### config.mk
export PLATFORM = sky130hd
export DESIGN_NAME = pps_port_pin_control
export DESIGN_NICKNAME = d
export VERILOG_FILES = /design/src/common/pps_pkg.sv /design/src/verilog/pps_port_sync.sv /design/src/verilog/pps_pin_decode.sv /design/src/verilog/pps_port_pin_control.sv
export SDC_FILE = /design/constraint.sdc
export NUM_CORES = 1
export LEC_CHECK = 0
export BUFFER_PORTS_ARGS = -buffer_cell sky130_fd_sc_hd__buf_2
export CORE_AREA = 2 2 94 96
export DETAILED_ROUTE_END_ITERATION = 12
export DIE_AREA = 0 0 96 98
export HOLD_SLACK_MARGIN = 0.08
export PLACE_DENSITY = 0.78
export SLEW_MARGIN = 20
export SYNTH_ARGS = -nofsm -noshare
export SYNTH_HDL_FRONTEND = slang
export SYNTH_SLANG_ARGS = --single-unit
### constraint.sdc
create_clock -name clk_i -period 2.3 [get_ports clk_i]
set_clock_uncertainty 0.1 [all_clocks]
set_input_delay 0.23 -clock clk_i [delete_from_list [all_inputs] [get_ports clk_i]]
set_output_delay 0.23 -clock clk_i [all_outputs]
set_load 0.005 [all_outputs]
### src/common/pps_pkg.sv
// Purpose: Shared constants and types for the port pin control block.
// Assumes: One 8-bit port, registers on a 32-bit classic Wishbone bus.
// Notes:   Each register holds one aligned word; unused upper bits read zero.
`default_nettype none
package pps_pkg;
    localparam int          PPS_WIDTH              = 8;
    // Byte addresses of the registers.
    localparam logic [7:0]  PPS_ADR_INPUT_SAMPLE   = 8'h00;
    localparam logic [7:0]  PPS_ADR_DIRECTION      = 8'h04;
    localparam logic [7:0]  PPS_ADR_DRIVE          = 8'h08;
    localparam logic [7:0]  PPS_ADR_MCU_CONTROL    = 8'h0c;
    localparam logic [7:0]  PPS_ADR_SLEEP_CONTROL  = 8'h10;
    localparam logic [7:0]  PPS_ADR_EXT_ENABLE     = 8'h14;
    localparam logic [7:0]  PPS_ADR_EXT_SENSE      = 8'h18;
    localparam logic [7:0]  PPS_ADR_EXT_FLAG       = 8'h1c;
    // Field positions.
    localparam int          PPS_PULLUP_OFF_BIT     = 4;
    localparam int          PPS_SLEEP_MODE_LSB     = 0;
    localparam int          PPS_SLEEP_ASLEEP_BIT   = 7;
    // Reset values and default interrupt-capable pins.
    localparam logic [7:0]  PPS_RST_BYTE           = 8'h00;
    localparam logic [15:0] PPS_RST_SENSE          = 16'h0000;
    localparam logic [7:0]  PPS_EXT_CAPABLE_PINS   = 8'h03;

    typedef enum logic [1:0]
    {
        PPS_PIN_HIZ      = 2'h0,
        PPS_PIN_PULLUP   = 2'h1,
        PPS_PIN_OUT_HIGH = 2'h3,
        PPS_PIN_OUT_LOW  = 2'h2
    } pps_pin_state_type;

    typedef enum logic [2:0]
    {
        PPS_SLEEP_IDLE       = 3'h0,
        PPS_SLEEP_POWER_DOWN = 3'h2,
        PPS_SLEEP_POWER_SAVE = 3'h3,
        PPS_SLEEP_STANDBY    = 3'h6
    } pps_sleep_mode_type;

    typedef enum logic [1:0]
    {
        PPS_SENSE_LOW_LEVEL  = 2'h0,
        PPS_SENSE_ANY_CHANGE = 2'h1,
        PPS_SENSE_FALLING    = 2'h2,
        PPS_SENSE_RISING     = 2'h3
    } pps_sense_type;
endpackage
`default_nettype wire

### src/verilog/pps_port_sync.sv
// Purpose: Input synchronizer of the port: falling-edge latch, then rising-edge register.
// Assumes: d_i may change at any time relative to clk_i.
// Notes:   The latch stage is read only by the output register.
`default_nettype none
module pps_port_sync
    import pps_pkg::*;
(
    input  wire logic                 clk_i,
    input  wire logic                 rst_i,
    input  wire logic [PPS_WIDTH-1:0] d_i,
    output logic      [PPS_WIDTH-1:0] q_o
);
    logic [PPS_WIDTH-1:0] lat_r;
    logic [PPS_WIDTH-1:0] q_r;

    // The latch closes on the falling edge, holding the pad level.
    always_ff @(negedge clk_i)
    begin
        lat_r <= rst_i ? PPS_RST_BYTE : d_i;
    end

    always_ff @(posedge clk_i)
    begin
        q_r <= rst_i ? PPS_RST_BYTE : lat_r;
    end

    assign q_o = q_r;
endmodule
`default_nettype wire

### src/verilog/pps_pin_decode.sv
// Purpose: Maps direction, drive and pull-up disable onto pad controls per pin.
// Assumes: rst_i may be asserted while no clock runs.
// Notes:   Reset forces the pads to high impedance without waiting for a clock edge.
`default_nettype none
module pps_pin_decode
    import pps_pkg::*;
(
    input  wire logic [PPS_WIDTH-1:0] dir_i,
    input  wire logic [PPS_WIDTH-1:0] drive_i,
    input  wire logic                 pullup_off_i,
    input  wire logic                 rst_i,
    output logic      [PPS_WIDTH-1:0] oe_o,
    output logic      [PPS_WIDTH-1:0] pullup_o
);
    pps_pin_state_type st;

    always_comb
    begin
        oe_o     = '0;
        pullup_o = '0;
        st       = PPS_PIN_HIZ;
        for (int n = 0; n < PPS_WIDTH; n++)
        begin
            st = pps_pin_state_type'({dir_i[n], drive_i[n]});
            case (st)
                PPS_PIN_HIZ:      oe_o[n] = 1'b0;
                PPS_PIN_PULLUP:   pullup_o[n] = ~pullup_off_i & ~rst_i;
                PPS_PIN_OUT_LOW:  oe_o[n] = ~rst_i;
                PPS_PIN_OUT_HIGH: oe_o[n] = ~rst_i;
                default:          oe_o[n] = 1'b0;
            endcase
        end
    end
endmodule
`default_nettype wire

### src/verilog/pps_port_pin_control.sv
// Purpose: One 8-bit general-purpose port with Wishbone registers, sync and sleep clamp.
// Assumes: Classic Wishbone single cycles; pad_i is asynchronous to clk_i.
// Notes:   pad_o drives the pad level only while pad_oe_o is high.
// How it works
// - Direction and drive bits pick high-Z, pull-up, output low or output high.
// - Global pull-up off turns pull-up settings into plain high-Z inputs.
// - The sampled pad value is readable whatever the direction bit.
// - Pad passes a falling-edge latch, then a rising-edge register.
// - External pad changes show in the sample after half to one and a half cycles.
// - A written drive value shows in the sample half a cycle after the latch.
// - Deep sleep modes clamp digital inputs to ground.
// - Interrupt-capable pins enabled as external interrupts escape the clamp; all other pins do not.
// - Clamp release on a disabled interrupt-capable high pin sensed for rising or any change sets its flag on wake.
// - Inputs stay unclamped in reset, active and idle.
// - Pull-ups are off while reset is held.
// - Writing one to a sample bit inverts its drive bit; zero does nothing.
// - All pads go high impedance as soon as reset rises, clock or not.
// - Pull-up off lives in bit 4 of the control register, read and write.
//
// Design decisions made here: register access over Wishbone and the address map.
`default_nettype none
module pps_port_pin_control
    import pps_pkg::*;
#(
    parameter logic [PPS_WIDTH-1:0] EXT_CAPABLE = PPS_EXT_CAPABLE_PINS
)
(
    input  wire logic                 clk_i,
    input  wire logic                 rst_i,
    input  wire logic                 wb_cyc_i,
    input  wire logic                 wb_stb_i,
    input  wire logic                 wb_we_i,
    input  wire logic [7:0]           wb_adr_i,
    input  wire logic [3:0]           wb_sel_i,
    input  wire logic [31:0]          wb_dat_i,
    output logic      [31:0]          wb_dat_o,
    output logic                      wb_ack_o,
    input  wire logic [PPS_WIDTH-1:0] pad_i,
    output logic      [PPS_WIDTH-1:0] pad_o,
    output logic      [PPS_WIDTH-1:0] pad_oe_o,
    output logic      [PPS_WIDTH-1:0] pullup_en_o,
    input  wire logic                 wake_i,
    output logic      [PPS_WIDTH-1:0] ext_flag_o
);
    function automatic logic is_deep_sleep(input logic [2:0] mode);
        is_deep_sleep = (mode == PPS_SLEEP_POWER_DOWN) ||
                        (mode == PPS_SLEEP_POWER_SAVE) ||
                        (mode == PPS_SLEEP_STANDBY);
    endfunction

    logic                 ack_r;
    logic [31:0]          dat_r;
    logic [PPS_WIDTH-1:0] dir_r;
    logic [PPS_WIDTH-1:0] dir_nxt;
    logic [PPS_WIDTH-1:0] drive_r;
    logic [PPS_WIDTH-1:0] drive_nxt;
    logic                 pullup_off_r;
    logic                 pullup_off_nxt;
    logic [2:0]           sleep_mode_r;
    logic [2:0]           sleep_mode_nxt;
    logic                 asleep_r;
    logic                 asleep_nxt;
    logic [PPS_WIDTH-1:0] ext_en_r;
    logic [PPS_WIDTH-1:0] ext_en_nxt;
    logic [15:0]          sense_r;
    logic [15:0]          sense_nxt;
    logic [PPS_WIDTH-1:0] flag_r;
    logic [PPS_WIDTH-1:0] flag_nxt;
    logic [PPS_WIDTH-1:0] prev_r;
    logic [PPS_WIDTH-1:0] sample_w;
    logic [PPS_WIDTH-1:0] set_w;

    // Bus decode.
    wire                  req_w      = wb_cyc_i & wb_stb_i;
    wire                  wr_cyc_w   = req_w & wb_we_i & ack_r;
    wire                  lane0_w    = wr_cyc_w & wb_sel_i[0];
    wire                  lane1_w    = wr_cyc_w & wb_sel_i[1];
    wire                  hit_in_w   = wb_adr_i == PPS_ADR_INPUT_SAMPLE;
    wire                  hit_dir_w  = wb_adr_i == PPS_ADR_DIRECTION;
    wire                  hit_drv_w  = wb_adr_i == PPS_ADR_DRIVE;
    wire                  hit_mcu_w  = wb_adr_i == PPS_ADR_MCU_CONTROL;
    wire                  hit_slp_w  = wb_adr_i == PPS_ADR_SLEEP_CONTROL;
    wire                  hit_en_w   = wb_adr_i == PPS_ADR_EXT_ENABLE;
    wire                  hit_sns_w  = wb_adr_i == PPS_ADR_EXT_SENSE;
    wire                  hit_flg_w  = wb_adr_i == PPS_ADR_EXT_FLAG;
    wire [7:0]            wbyte_w    = wb_dat_i[7:0];

    // Read selection; unmapped addresses read as zero.
    wire [7:0]  mcu_rd_w  = {3'h0, pullup_off_r, 4'h0};
    wire [7:0]  slp_rd_w  = {asleep_r, 4'h0, sleep_mode_r};
    wire [31:0] rd_word_w = hit_in_w  ? {24'h0, sample_w} :
                            hit_dir_w ? {24'h0, dir_r} :
                            hit_drv_w ? {24'h0, drive_r} :
                            hit_mcu_w ? {24'h0, mcu_rd_w} :
                            hit_slp_w ? {24'h0, slp_rd_w} :
                            hit_en_w  ? {24'h0, ext_en_r} :
                            hit_sns_w ? {16'h0, sense_r} :
                            hit_flg_w ? {24'h0, flag_r} : 32'h0;

    // Register next values.
    assign dir_nxt        = (lane0_w && hit_dir_w) ? wbyte_w : dir_r;
    assign drive_nxt      = (lane0_w && hit_drv_w) ? wbyte_w :
                            (lane0_w && hit_in_w) ? (drive_r ^ wbyte_w) : drive_r;
    assign pullup_off_nxt = (lane0_w && hit_mcu_w) ? wbyte_w[PPS_PULLUP_OFF_BIT]
                                                   : pullup_off_r;
    assign sleep_mode_nxt = (lane0_w && hit_slp_w) ? wbyte_w[PPS_SLEEP_MODE_LSB +: 3]
                                                   : sleep_mode_r;
    assign asleep_nxt     = (lane0_w && hit_slp_w) ? wbyte_w[PPS_SLEEP_ASLEEP_BIT]
                                                   : (asleep_r & ~wake_i);
    assign ext_en_nxt     = (lane0_w && hit_en_w) ? wbyte_w : ext_en_r;
    assign sense_nxt      = {(lane1_w && hit_sns_w) ? wb_dat_i[15:8] : sense_r[15:8],
                             (lane0_w && hit_sns_w) ? wbyte_w : sense_r[7:0]};
    // Hardware set wins over a software write-one clear in the same cycle.
    assign flag_nxt       = (flag_r & ~((lane0_w && hit_flg_w) ? wbyte_w : 8'h00)) | set_w;

    // Sleep clamp ahead of the synchronizer.
    wire                  deep_w  = asleep_r & is_deep_sleep(sleep_mode_r) & ~rst_i;
    wire [PPS_WIDTH-1:0]  clamp_w = {PPS_WIDTH{deep_w}} & ~(EXT_CAPABLE & ext_en_r);
    wire [PPS_WIDTH-1:0]  din_w   = pad_i & ~clamp_w;
    wire [PPS_WIDTH-1:0]  rise_w  = sample_w & ~prev_r;
    wire [PPS_WIDTH-1:0]  fall_w  = ~sample_w & prev_r;

    pps_port_sync u_sync
    (
        .clk_i (clk_i),
        .rst_i (rst_i),
        .d_i   (din_w),
        .q_o   (sample_w)
    );

    pps_pin_decode u_decode
    (
        .dir_i        (dir_r),
        .drive_i      (drive_r),
        .pullup_off_i (pullup_off_r),
        .rst_i        (rst_i),
        .oe_o         (pad_oe_o),
        .pullup_o     (pullup_en_o)
    );

    // Flags of interrupt-capable pins follow edges of the clamped sample, enabled or not.
    always_comb
    begin
        set_w = '0;
        for (int n = 0; n < PPS_WIDTH; n++)
        begin
            case (pps_sense_type'(sense_r[2*n +: 2]))
                PPS_SENSE_ANY_CHANGE: set_w[n] = rise_w[n] | fall_w[n];
                PPS_SENSE_FALLING:    set_w[n] = fall_w[n];
                PPS_SENSE_RISING:     set_w[n] = rise_w[n];
                default:              set_w[n] = 1'b0;
            endcase
        end
        set_w = set_w & EXT_CAPABLE;
    end

    always_ff @(posedge clk_i)
    begin
        if (rst_i)
        begin
            ack_r <= 1'b0;
            dat_r <= 32'h0;
        end
        else
        begin
            ack_r <= req_w & ~ack_r;
            dat_r <= (req_w & ~ack_r) ? rd_word_w : dat_r;
        end
    end

    always_ff @(posedge clk_i)
    begin
        if (rst_i)
        begin
            dir_r        <= PPS_RST_BYTE;
            drive_r      <= PPS_RST_BYTE;
            pullup_off_r <= 1'b0;
            sleep_mode_r <= PPS_SLEEP_IDLE;
            asleep_r     <= 1'b0;
        end
        else
        begin
            dir_r        <= dir_nxt;
            drive_r      <= drive_nxt;
            pullup_off_r <= pullup_off_nxt;
            sleep_mode_r <= sleep_mode_nxt;
            asleep_r     <= asleep_nxt;
        end
    end

    always_ff @(posedge clk_i)
    begin
        if (rst_i)
        begin
            ext_en_r <= PPS_RST_BYTE;
            sense_r  <= PPS_RST_SENSE;
            flag_r   <= PPS_RST_BYTE;
            prev_r   <= PPS_RST_BYTE;
        end
        else
        begin
            ext_en_r <= ext_en_nxt;
            sense_r  <= sense_nxt;
            flag_r   <= flag_nxt;
            prev_r   <= sample_w;
        end
    end

    assign wb_ack_o   = ack_r;
    assign wb_dat_o   = dat_r;
    assign pad_o      = drive_r;
    assign ext_flag_o = flag_r;
endmodule
`default_nettype wire

==> impl_metrics.json <==
{
  "fraction_of_layout_instances_using_a_drive_strength_above_1": 0.250,
  "totalPowerFinal_mw": 3.03,
  "cts_num_sinks": 88,
  "track_usage": 0.254,
  "run_status": "completed",
  "ant_nets": 0,
  "synth_flop_cell": "sky130_fd_sc_hd__dfxtp_1",
  "peak_supply_drop_mv": 0.296,
  "biggest_cell_delay_along_the_critical_path_ns": 0.38,
  "crit_required_ns": 1.40,
  "synth_edf_count": 0,
  "core-area_um2": 8470,
  "drt-total-wl_um": 11900,
  "ctsLongestPathBuffers": 2,
  "placement.io_buffers": 88,
  "cts-htree-levels": 3,
  "n_antenna_cell": 0,
  "initial_core_util": 0.502,
  "worst-setup-path-type": "reg -> reg",
  "via_count_of_the_first_global_routing_pass": 3836,
  "core.rowCount": 34,
  "transition_at_the_pin_with_the_smallest_max_transition_slack_ns": 0.662,
  "die_h_um": 98,
  "timing_max_transition_violations_final": 0,
  "viasPerCell": 5.88,
  "reg2reg_setup_slack_ns": 0.10,
  "max_slew_margin": 0.547,
  "yosysMostFrequentCell": "sky130_fd_sc_hd__dfxtp_1",
  "synth.yosys.seq_area_share": 0.415,
  "holdCritPathClass": "in -> reg",
  "synth.ff_latch_count": 88,
  "max_cap_viol_count": 0,
  "n_fill_cell": 720,
  "rsz0062_at_grt": "false",
  "syn-instance-count": 489,
  "totalNegativeSetupSlack_ns": 0,
  "timing.final.hold_violations": 0,
  "cts_tree": "done",
  "final-instance-count-excl-fill": 703,
  "worstSkewPairLatency_ns": 0.41,
  "pin_count_of_the_biggest_net_entering_global_routing": 55,
  "path_max_fanout": 6,
  "num-nets-final": 652,
  "gp_congestion": 0.918,
  "detail_route.wl_per_cell_um": 16.9,
  "synth_async_sr_flop_share": 0,
  "total_leakage_power_nw": 2.11,
  "cp-start-kind": "register",
  "grt.overflow.total": 0,
  "yosys.cell_types.count": 55,
  "yosysWarnings": 0,
  "first_pass_grt_wire_length_um": 18500,
  "synth_area_leader_cell": "sky130_fd_sc_hd__dfxtp_1",
  "crit_arrival_ns": 1.30,
  "via_count": 4135,
  "crit_path_cells": "nand2_1, a31oi_4, and2_1",
  "post_cts_buffers": 0,
  "die-area_um2": 9410,
  "place_inst": 668,
  "synth_top_cells_by_count": "88 x sky130_fd_sc_hd__dfxtp_1, 48 x sky130_fd_sc_hd__a21oi_1, 45 x sky130_fd_sc_hd__nand3_1",
  "syn_area_um2": 4250,
  "drc": 0,
  "pwr_density_cell_nw_per_um2": 590,
  "detailedRoute.firstPassIterationCount": 5,
  "synth_top_area_share": 0.415,
  "area.growth.synth_to_final_pct": 20.9,
  "dp.final_hpwl_um": 8420,
  "utilization": 0.607,
  "cts_made_buffers": 9,
  "syn-mean-instance-area_um2": 8.69,
  "cpMaxStageDelayCell": "sky130_fd_sc_hd__dfxtp_1",
  "cts.reportedPaths.clkPinSlew_ns": 0.10,
  "cts_root_buf": "sky130_fd_sc_hd__clkbuf_8",
  "drt_iter0_markers": 252,
  "cp-end-kind": "register",
  "number_of_antenna_violations_at_the_first_check_in_global_routing": 0,
  "die_boundary_width_um": 96,
  "finalSetupViolations": 0,
  "netlist_top_cells_area": "sky130_fd_sc_hd__dfxtp_1 41%, sky130_fd_sc_hd__a21oi_1 5.7%, sky130_fd_sc_hd__nand3_1 5.3%",
  "boundaryPins": 123
}
-- placed cells by master, fill, tap and decap left out, drive strengths merged, types with 3 or more instances in the layout --
cell | netlist | routed
a211oi | 3 | 3
conb | 1 | 16
ha | 4 | 4
nand2b | 20 | 20
a22oi | 8 | 8
clkbuf | 26 | 9
dfxtp | 88 | 88
nand4 | 6 | 6
a2111o | 5 | 5
and2 | 7 | 7
nor3b | 5 | 5
a22o | 4 | 4
o21ai | 57 | 57
o221ai | 6 | 6
buf | 26 | 108
inv | 14 | 26
a21oi | 48 | 48
nand2 | 10 | 10
mux2i | 7 | 7
a221o | 3 | 3
nor2b | 19 | 19
nor3 | 8 | 8
dlygate4sd3 | 0 | 12
mux2 | 3 | 3
nand3 | 45 | 45
and3 | 8 | 8
nor2 | 21 | 21
nor4 | 5 | 5
o21bai | 3 | 3
a2111oi | 4 | 4
-- through the flow --
step | setup WS, ns | hold slack, ns | instance area, um^2
floorplan | 0.154 | 0.274 | 4310
global route | 0.0512 | 0.0949 | 5140
global placement | 0.0779 | 0.357 | 4760
CTS | 0.0549 | 0.0850 | 5130
detailed placement | 0.0281 | 0.369 | 4760
finish | 0.102 | 0.0975 | 5140
-- critical path: cells and delay by family (launching register included) --
family / cells / cell delay (ns)
AOI/OAI and AO/OA: 1 / 0.25
DFF: 1 / 0.38
and+or+nand+nor: 2 / 0.29
-- final timing paths --
check	cells after the start	end	startpoint
setup / recovery	3	u_sync.lat_r[3]$_SDFF_NP0_	sleep_mode_r[2]$_SDFFE_PP0P_
hold / removal	3	sense_r[3]$_SDFFE_PP0P_	wb_dat_i[3]
setup reg to reg	3	u_sync.lat_r[3]$_SDFF_NP0_	sleep_mode_r[2]$_SDFFE_PP0P_
hold reg to reg	2	ext_en_r[7]$_SDFFE_PP0P_	ext_en_r[7]$_SDFFE_PP0P_
-- registers in the layout, summed over array words and instances, names as in the netlist --
signal	count
pad_o	8
wb_dat_o	16
u_sync.lat_r	8
wb_ack_o	1
sense_r	16
sleep_mode_r	3
dir_r	8
prev_r	2
ext_flag_o	8
ext_en_r	8
asleep_r	1
pullup_off_r	1
u_sync.q_o	8
-- cell families (layout without fill, tap and decap cells) --
logic type | after synthesis | after routing | share of synthesized area
compound gates | 153 | 153 | 0.230
simple gates | 165 | 165 | 0.232
fa+ha+maj | 4 | 4 | 0.0118
flops | 88 | 88 | 0.415
buf+inv | 66 | 157 | 0.0760
other cells | 1 | 16 | 0.000883
mux | 12 | 12 | 0.0350
-- layout make-up --
type / count / area [um^2] / share of cell area
clock buffer: 9 / 124 / 0.0241
timing repair buffer: 120 / 711 / 0.138
clock inverter: 15 / 123 / 0.0239
sequential: 88 / 1760 / 0.343
multi-input combinational: 350 / 2240 / 0.435
tap: 108 / 135 / 0.0263
inverter: 13 / 48.8 / 0.00950
-- metal layers --
metal	track usage	routed length, um	vias up	share of wire
li1	-	-	1945	-
met1	0.304	4670	1951	0.39
met2	0.416	5770	194	0.49
met3	0.0610	956	45	0.081
met4	0.131	477	0	0.040
met5	0	0	-	0
-- where the power goes --
part	total [mW]	switching [mW]	internal (mW)
logic	0.266	0.166	0.100
clock network	1.21	0.656	0.556
registers	1.56	0.0106	1.55
total	3.03	0.832	2.20
-- repair_timing --
item | in CTS | in global routing
gates resized for setup | 1 | 1
setup endpoints to repair | 6 | 2
hold buffers | 12 | 0
hold endpoints to repair | 14 | 0
pin swaps | 0 | 0
Power figures use the tool's default switching activity.
